`config.mk`:
```
export PLATFORM = sky130hd
export DESIGN_NAME = fbpdp_port
export DESIGN_NICKNAME = d
export VERILOG_FILES = /design/src/core/fbpdp_pkg.sv /design/src/core/fbpdp_port.sv
export SDC_FILE = /design/constraint.sdc
export NUM_CORES = 1
export LEC_CHECK = 0
export BUFFER_PORTS_ARGS = -buffer_cell sky130_fd_sc_hd__buf_4
export CAP_MARGIN = 5
export CORE_ASPECT_RATIO = 1.1
export CORE_MARGIN = 3
export CORE_UTILIZATION = 40
export DETAILED_ROUTE_END_ITERATION = 16
export HOLD_SLACK_MARGIN = 0.12
export SLEW_MARGIN = 20
export SYNTH_ARGS = -nofsm -noshare
export SYNTH_HDL_FRONTEND = slang
export SYNTH_SLANG_ARGS = --single-unit
```
`constraint.sdc`:
```
create_clock -name ref_clk -period 11 [get_ports ref_clk]
set_input_delay 2.2 -clock ref_clk [delete_from_list [all_inputs] [get_ports ref_clk]]
set_output_delay 2.2 -clock ref_clk [all_outputs]
set_load 0.01 [all_outputs]
```
`src/core/fbpdp_pkg.sv`:
```
package fbpdp_pkg;
  // Record layout: field widths and byte count
  localparam int REC_COUNTER_W = 16;
  localparam int REC_VELOCITY_W = 32;
  localparam int REC_RATE_W = 16;
  localparam int REC_LENGTH_W = 32;
  localparam int REC_ERROR_W = 8;
  localparam int REC_STATUS_W = 8;
  localparam int REC_TEMP_W = 8;
  localparam int REC_BYTES = 15;
  localparam int ACC_W = 48;

  // Status byte fields
  localparam int STS_ERROR_BIT = 0;
  localparam int STS_SIGNAL_BIT = 1;
  localparam int STS_VEL_NEG_BIT = 2;
  localparam int STS_LEN_NEG_BIT = 3;
  localparam logic [7:0] STS_RESET = 8'h00;

  // Control byte fields
  localparam int CTL_STANDBY0_BIT = 0;
  localparam int CTL_DIRECTION_BIT = 1;
  localparam int CTL_TRIGGER2_BIT = 2;
  localparam int CTL_TRIGGER1_BIT = 3;
  localparam int CTL_CLEAR_BIT = 4;
  localparam int CTL_SET_LO_BIT = 5;
  localparam int CTL_SET_HI_BIT = 6;
  localparam int CTL_RESTORE_BIT = 7;
  localparam logic [7:0] CTL_RESET = 8'h00;

  // Timing
  localparam int CLK_PERIOD_NS = 10;
  localparam int WAKE_TIME_MS = 500;
  localparam int WAKE_CYCLES = (WAKE_TIME_MS * 1000000) / CLK_PERIOD_NS;
  localparam int DHCP_WAIT_MS = 1000;
  localparam int DHCP_WAIT_CYCLES = (DHCP_WAIT_MS * 1000000) / CLK_PERIOD_NS;

  // Fixed fallback address 192.168.0.51
  localparam logic [31:0] FALLBACK_ADDR = 32'hC0A80033;

  typedef enum logic [2:0] {
    FBPDP_IDLE = 3'b001,
    FBPDP_SEND = 3'b010,
    FBPDP_LAST = 3'b100
  } fbpdp_tx_type;
endpackage

```
`src/core/fbpdp_port.sv`:
```
`timescale 1ns/1ps
// Function
// - Each record carries counter16, velocity32, rate16, length32, error8, status8, temp8.
// - Velocity is in 10 um/s units, length in 0.1 mm units, rate in 0.1 percent units.
// - Velocity and length fields are magnitudes; their signs live only in the status byte.
// - The velocity sent is always unsigned and direction comes only from the status byte.
// - The sent length is the low 32 bits and wraps while the internal count runs on wider.
// - Status bits 7..4 read zero, bit 3 negative length, bit 2 negative speed, bit 1 signal, bit 0 error.
// - Control bit 0 held high holds standby when the source selection picks it.
// - Control bit 1 drives the sensor direction signal while held.
// - Control bit 2 is the second trigger, giving standby or gating external length.
// - Control bit 3 is the first trigger, gating length measurement externally.
// - A rising edge of control bit 4 clears the error entries; a steady level does nothing.
// - Control bits 6..5 pick a parameter set and bit 7 high makes the device load it.
// - Standby follows bit 2 when trigger2_is_standby is set and the source selection is 0, and bit 0 when the source selection is 1.
// - After standby ends the device is ready to measure within 500 ms.
// - The address comes from DHCP, falling back to 192.168.0.51 when no server answers.
module fbpdp_port
  import fbpdp_pkg::*;
#(
  parameter int WAKE_COUNT = fbpdp_pkg::WAKE_CYCLES,
  parameter int DHCP_COUNT = fbpdp_pkg::DHCP_WAIT_CYCLES
)
(
  // Clock and reset
  input wire logic ref_clk,
  input wire logic reset,
  input wire logic clk_en,
  // Measurement from the sensor core
  input wire logic meas_valid,
  input wire logic signed [31:0] meas_velocity,
  input wire logic signed [47:0] meas_length,
  input wire logic [15:0] meas_rate,
  input wire logic [7:0] meas_error_num,
  input wire logic [7:0] meas_temp,
  input wire logic signal_acquired,
  input wire logic error_detected,
  // Record byte stream to the scanner
  output logic rec_valid,
  input wire logic rec_ready,
  output logic [7:0] rec_data,
  output logic rec_first,
  output logic rec_last,
  // Control byte from the scanner
  input wire logic host_control_byte_we,
  input wire logic [7:0] host_control_byte_in,
  output logic [7:0] device_status_byte,
  // Configuration
  input wire logic standby_select,
  input wire logic trigger2_is_standby,
  // Sensor controls
  output logic standby,
  output logic direction,
  output logic second_trigger_input,
  output logic first_trigger_input,
  output logic error_clear,
  output logic restore_req,
  output logic [1:0] restore_set,
  output logic ready_to_measure,
  // Network address
  input wire logic dhcp_valid,
  input wire logic [31:0] dhcp_addr,
  output logic [31:0] net_addr,
  output logic addr_fallback
);
  import fbpdp_pkg::*;

  localparam int WC_W = $clog2(WAKE_COUNT + 1);
  localparam int DC_W = $clog2(DHCP_COUNT + 1);

  function automatic logic [31:0] magnitude32(input logic signed [31:0] v);
    magnitude32 = v[31] ? 32'(-v) : 32'(v);
  endfunction

  logic [7:0] host_control_byte;
  logic clear_prev;
  logic restore_armed;
  logic [15:0] counter;
  logic [REC_BYTES*8-1:0] rec_shift;
  logic [3:0] byte_idx;
  fbpdp_tx_type tx_state;
  logic [WC_W-1:0] wake_cnt;
  logic standby_prev;
  logic [DC_W-1:0] dhcp_cnt;

  // Control byte decode
  wire ctl_standby0 = host_control_byte[CTL_STANDBY0_BIT];
  wire ctl_trig2 = host_control_byte[CTL_TRIGGER2_BIT];
  wire ctl_clear = host_control_byte[CTL_CLEAR_BIT];
  wire ctl_restore = host_control_byte[CTL_RESTORE_BIT];
  wire standby_src = standby_select ? ctl_standby0 : ctl_trig2;
  wire next_standby = standby_src & (standby_select | trigger2_is_standby);
  wire restore_fire = ctl_restore & restore_armed;
  wire clear_edge = ctl_clear & ~clear_prev;

  // Record assembly from magnitudes and signs
  wire [31:0] vel_mag = magnitude32(meas_velocity);
  wire [ACC_W-1:0] len_abs = meas_length[ACC_W-1] ? ACC_W'(-meas_length) : meas_length;
  wire [31:0] len_field = len_abs[31:0];
  wire [7:0] next_status = {4'h0, meas_length[ACC_W-1], meas_velocity[31],
    signal_acquired, error_detected};
  wire [REC_BYTES*8-1:0] next_record = {counter, vel_mag, meas_rate, len_field,
    meas_error_num, next_status, meas_temp};
  wire load_rec = meas_valid & (tx_state == FBPDP_IDLE);
  wire rec_fire = rec_valid & rec_ready;

  assign direction = host_control_byte[CTL_DIRECTION_BIT];
  assign first_trigger_input = host_control_byte[CTL_TRIGGER1_BIT];
  assign second_trigger_input = ctl_trig2 & ~trigger2_is_standby;
  assign restore_set = host_control_byte[CTL_SET_HI_BIT:CTL_SET_LO_BIT];
  assign rec_valid = (tx_state != FBPDP_IDLE);
  assign rec_data = rec_shift[REC_BYTES*8-1 -: 8];
  assign rec_first = (tx_state != FBPDP_IDLE) & (byte_idx == 4'h0);
  assign rec_last = (tx_state == FBPDP_LAST);

  always_ff @(posedge ref_clk or posedge reset)
  begin
    if (reset)
    begin
      host_control_byte <= CTL_RESET;
      clear_prev <= 1'b0;
      restore_armed <= 1'b1;
      error_clear <= 1'b0;
      restore_req <= 1'b0;
      standby <= 1'b0;
    end
    else if (clk_en)
    begin
      if (host_control_byte_we)
        host_control_byte <= host_control_byte_in;
      clear_prev <= ctl_clear;
      error_clear <= clear_edge;
      restore_req <= restore_fire;
      // Rearm only after the scanner has dropped bit 7
      restore_armed <= ~ctl_restore;
      standby <= next_standby;
    end
  end

  // Record transmitter
  always_ff @(posedge ref_clk or posedge reset)
  begin
    if (reset)
    begin
      tx_state <= FBPDP_IDLE;
      rec_shift <= '0;
      byte_idx <= 4'h0;
      counter <= 16'h0000;
      device_status_byte <= STS_RESET;
    end
    else if (clk_en)
    begin
      case (tx_state)
        FBPDP_IDLE:
        begin
          if (load_rec)
          begin
            rec_shift <= next_record;
            device_status_byte <= next_status;
            counter <= counter + 16'h0001;
            byte_idx <= 4'h0;
            tx_state <= FBPDP_SEND;
          end
        end
        FBPDP_SEND:
        begin
          if (rec_fire)
          begin
            rec_shift <= {rec_shift[REC_BYTES*8-9:0], 8'h00};
            byte_idx <= byte_idx + 4'h1;
            if (byte_idx == 4'(REC_BYTES - 2))
              tx_state <= FBPDP_LAST;
          end
        end
        FBPDP_LAST:
        begin
          if (rec_fire)
          begin
            byte_idx <= 4'h0;
            tx_state <= FBPDP_IDLE;
          end
        end
        default:
          tx_state <= FBPDP_IDLE;
      endcase
    end
  end

  // Wake-up timer after standby release; a shorter core start is fine
  always_ff @(posedge ref_clk or posedge reset)
  begin
    if (reset)
    begin
      wake_cnt <= '0;
      standby_prev <= 1'b0;
      ready_to_measure <= 1'b1;
    end
    else if (clk_en)
    begin
      standby_prev <= standby;
      if (standby)
      begin
        ready_to_measure <= 1'b0;
        wake_cnt <= '0;
      end
      else if (!ready_to_measure)
      begin
        wake_cnt <= wake_cnt + 1'b1;
        if (wake_cnt == WC_W'(WAKE_COUNT - 1))
          ready_to_measure <= 1'b1;
      end
    end
  end

  // Address: DHCP whenever answered, else the fixed fallback once the wait runs out
  always_ff @(posedge ref_clk or posedge reset)
  begin
    if (reset)
    begin
      dhcp_cnt <= '0;
      net_addr <= 32'h00000000;
      addr_fallback <= 1'b0;
    end
    else if (clk_en)
    begin
      if (dhcp_valid)
      begin
        net_addr <= dhcp_addr;
        addr_fallback <= 1'b0;
      end
      else if (net_addr == 32'h00000000)
      begin
        if (dhcp_cnt == DC_W'(DHCP_COUNT - 1))
        begin
          net_addr <= FALLBACK_ADDR;
          addr_fallback <= 1'b1;
        end
        else
          dhcp_cnt <= dhcp_cnt + 1'b1;
      end
    end
  end
endmodule

```
==> flow_summary.toml <==
[drt]
routed_wl_mm = 32.3
routed_via_density = 5.32
first_pass_iters = 5
drtAntennaViolNets = 0
vias = 10200
wl_per_cell_microns = 16.8
drc = 0
drtIter0Drc = 651

[layout]
register_area_sq_um = 6180
drive_gt1_share_pct = 21.4
fillers = 3005
syn_to_final_growth_pct = 21.6
diodes = 0
multi_input_area_sq_um = 5880
final_util_pct = 49.7
final_nets = 1661

[critical_path]
endpoint_kind = "output pin"
path_cells = "buf_4, nor2b_1, buf_4"
rr_worst_depth = 7
crit_fanout = 2
cpPeakStageDelay_ns = 0.13
cp-endpoint = "second_trigger_input"
cpLargestDelayFamily = "buffers and inverters"
start_kind = "input port"
critPathSlowestCell = "buf_4"
cp_common_cell = "buf_4"
critical_path_depth = 3
crit_type = "input port to output pin"
crit_arrival_ns = 2.54
r2r_end = "rec_shift[39]$_DFFE_PP0P_"
critPathRequiredTime_ns = 8.80
critPathBufInv = 2
timing.critical_path.from = "trigger2_is_standby"
r2r_start = "tx_state[0]$_DFFE_PP1P_"
r2r_setup_slack_ns = 8.03

[global_routing]
grt_max_degree = 108
grtUsageTotal_pct = 18.9
grt_antenna_before_repair = 0
grt_pass1_wl_mm = 52.9
grt-ovfl-total = 0
grt_pass1_vias = 10200

[pwr]
peakVddDrop_v = 0.000129
power_leakage_uw = 0.00669
p_per_area_nw_per_um2 = 203

[floorplan]
die_area_sq_um = 33500
core_sq_um = 30700
initial_core_util_pct = 40.9
die_h_microns = 192
die_x_microns = 175
io_pins = 224
row_count = 67

[placed_design]
dp_hpwl_mm = 21.9
io_buffers = 204
gp_congestion = 0.802

[sta]
slew_headroom_pct = 37.2
post-route-period-util_pct = 43.1
min_period_ns = 4.74
fin_skew_ns = 0.00709
finalSetupViolations = 0
worst_pin_slew_ns = 0.934
rsz0062_at_grt = "no"
fin_setup_tns_ns = 0
fmax_mhz = 211
finalHoldViolCount = 0
slew_violations = 0

[clocking]
clock_sinks = 247
clk_latency_ns = 0.54
path_clk_slew_ns = 0.06
root_buffer = "clkbuf_16"
cts_setup_buffers = 0
cts_tree = "yes"
clock_path_buffers = 3
hold_buffers = 0
cts_resized = 0
htreeDepth = 1
cts_buffers = 28

[yosys]
yosysUniqueCellTypes = 57
ys_async_sr_fraction_pct = 100
syn_area_sq_um = 12500
dominantRegCellSynth = "dfrtp_1"
avgSynthCellArea_sq_um = 9.34
ys_seq_area_share_pct = 49.3
netlist_instances = 1343
synth_edf_count = 0
ys_ff_latch = 247
yosysWarnings = 0

[worst_hold_path]
hold_path_depth = 1
hp-class = "flop to flop"

[run_status]
status = "finished, final reports clean"

[flow_run]
drv_cap = 0
-- per-stage QoR --
stage                     hold WS, ns  cells  setup WS [ns]  total power [uW]  cell area, sq um
after global placement          0.422   1874           5.85              2120             14300
after CTS                       0.446   1926           6.25              3130             15200
after global routing            0.456   1926           6.06              3310             15300
final                           0.441   1926           6.26              3090             15300
after detailed placement        0.438   1874           5.80              2150             14300
after floorplan                 0.406   1346           2.02              1860             12600
-- cells by family after synthesis --
kind of cell             after synthesis  share of synthesized area, %
adder cells (fa/ha/maj)                8                         0.798
flip-flops                           247                          49.3
other                                  1                        0.0299
XOR/XNOR                             113                          7.89
AND/OR/NAND/NOR                      534                          20.3
multiplexers                          42                          3.69
buffers and inverters                122                          4.17
AO/OA/AOI/OAI                        276                          13.8
-- registers in the layout, indices dropped and copies added (netlist names) --
| signal | flops |
|---|---|
| byte_idx | 4 |
| restore_req | 1 |
| addr_fallback | 1 |
| error_clear | 1 |
| net_addr | 32 |
| restore_armed | 1 |
| ready_to_measure | 1 |
| wake_cnt | 26 |
| rec_shift | 120 |
| host_control_byte | 8 |
| standby | 1 |
| counter | 16 |
| device_status_byte | 4 |
| dhcp_cnt | 27 |
| tx_state | 3 |
| clear_prev | 1 |
-- worst register-to-register path: cells and delay by family (launching register included) --
| family | cells | cell delay [ns] |
|---|---|---|
| AND/OR/NAND/NOR | 2 | 0.49 |
| flip-flops | 1 | 0.63 |
| buffers and inverters | 2 | 1.33 |
| AO/OA/AOI/OAI | 3 | 0.44 |
-- cells in the mapped netlist, types with 34 or more instances --
| cell type | instances | area share [%] |
|---|---|---|
| a21oi_1 | 53 | 2.1 |
| xnor2_1 | 58 | 4.1 |
| o22ai_1 | 35 | 1.7 |
| nand3_1 | 53 | 2.1 |
| o21ai_0 | 64 | 2.6 |
| mux2_2 | 34 | 3.1 |
| a31oi_1 | 46 | 2.3 |
| nor2_1 | 132 | 4.0 |
| dfrtp_1 | 244 | 49 |
| clkbuf_1 | 77 | 2.3 |
| nand2_1 | 189 | 5.7 |
| xor2_1 | 55 | 3.8 |
-- cell usage in the layout, fill, tap and decap left out, drive strengths merged, types with 5 or more instances in the layout --
cell type and count:
a211oi 10, a21oi 53, a22o 7, a31oi 46, and3 21, and4 6, buf 214, clkbuf 42
clkinv 8, dfrtp 244, ha 8, inv 21, mux2 34, mux2i 8, nand2 189, nand3 53
nand3b 6, nand4 20, nor2 132, nor2b 5, nor3 13, nor4 20, o211ai 8, o21ai 64
o22ai 35, o31ai 24, o41ai 20, or2 12, or3 23, or4 15, xnor2 58, xor2 55
-- worst min path at each step --
| stage | start | end |
|---|---|---|
| 2_1_floorplan | host_control_byte[7]$_DFFE_PP0P_ | restore_armed$_DFFE_PP1P_ |
| 3_3_place_gp | clear_prev$_DFFE_PP0P_ | error_clear$_DFFE_PP0P_ |
| 3_5_place_dp | clear_prev$_DFFE_PP0P_ | error_clear$_DFFE_PP0P_ |
| 4_1_cts | clear_prev$_DFFE_PP0P_ | error_clear$_DFFE_PP0P_ |
| 5_1_grt | clear_prev$_DFFE_PP0P_ | error_clear$_DFFE_PP0P_ |
| 6_report | clear_prev$_DFFE_PP0P_ | error_clear$_DFFE_PP0P_ |
-- area by class of cell --
cell class	count	area share [%]
timing repair buffer	214	10.6
clock inverter	10	0.820
clock buffer	42	5.54
sequential	247	40.5
multi-input combinational	977	38.5
inverter	22	0.591
tap	414	3.40
-- routing by layer --
| metal | GRT usage, % | vias up | wire length, microns |
|---|---|---|---|
| li1 | - | 5029 | - |
| met1 | 25.5 | 4962 | 14700 |
| met2 | 32.0 | 199 | 15500 |
| met3 | 3.22 | 48 | 1510 |
| met4 | 4.51 | 0 | 679 |
| met5 | 0 | - | 0 |
-- power by group --
| part | switching (uW) | leakage (uW) | internal (uW) | total (uW) |
|---|---|---|---|---|
| registers | 173 | 0.00307 | 1170 | 1350 |
| logic | 441 | 0.00313 | 339 | 779 |
| clock network | 368 | 0.000485 | 597 | 966 |
No activity file was read; power rests on OpenSTA's default activity.
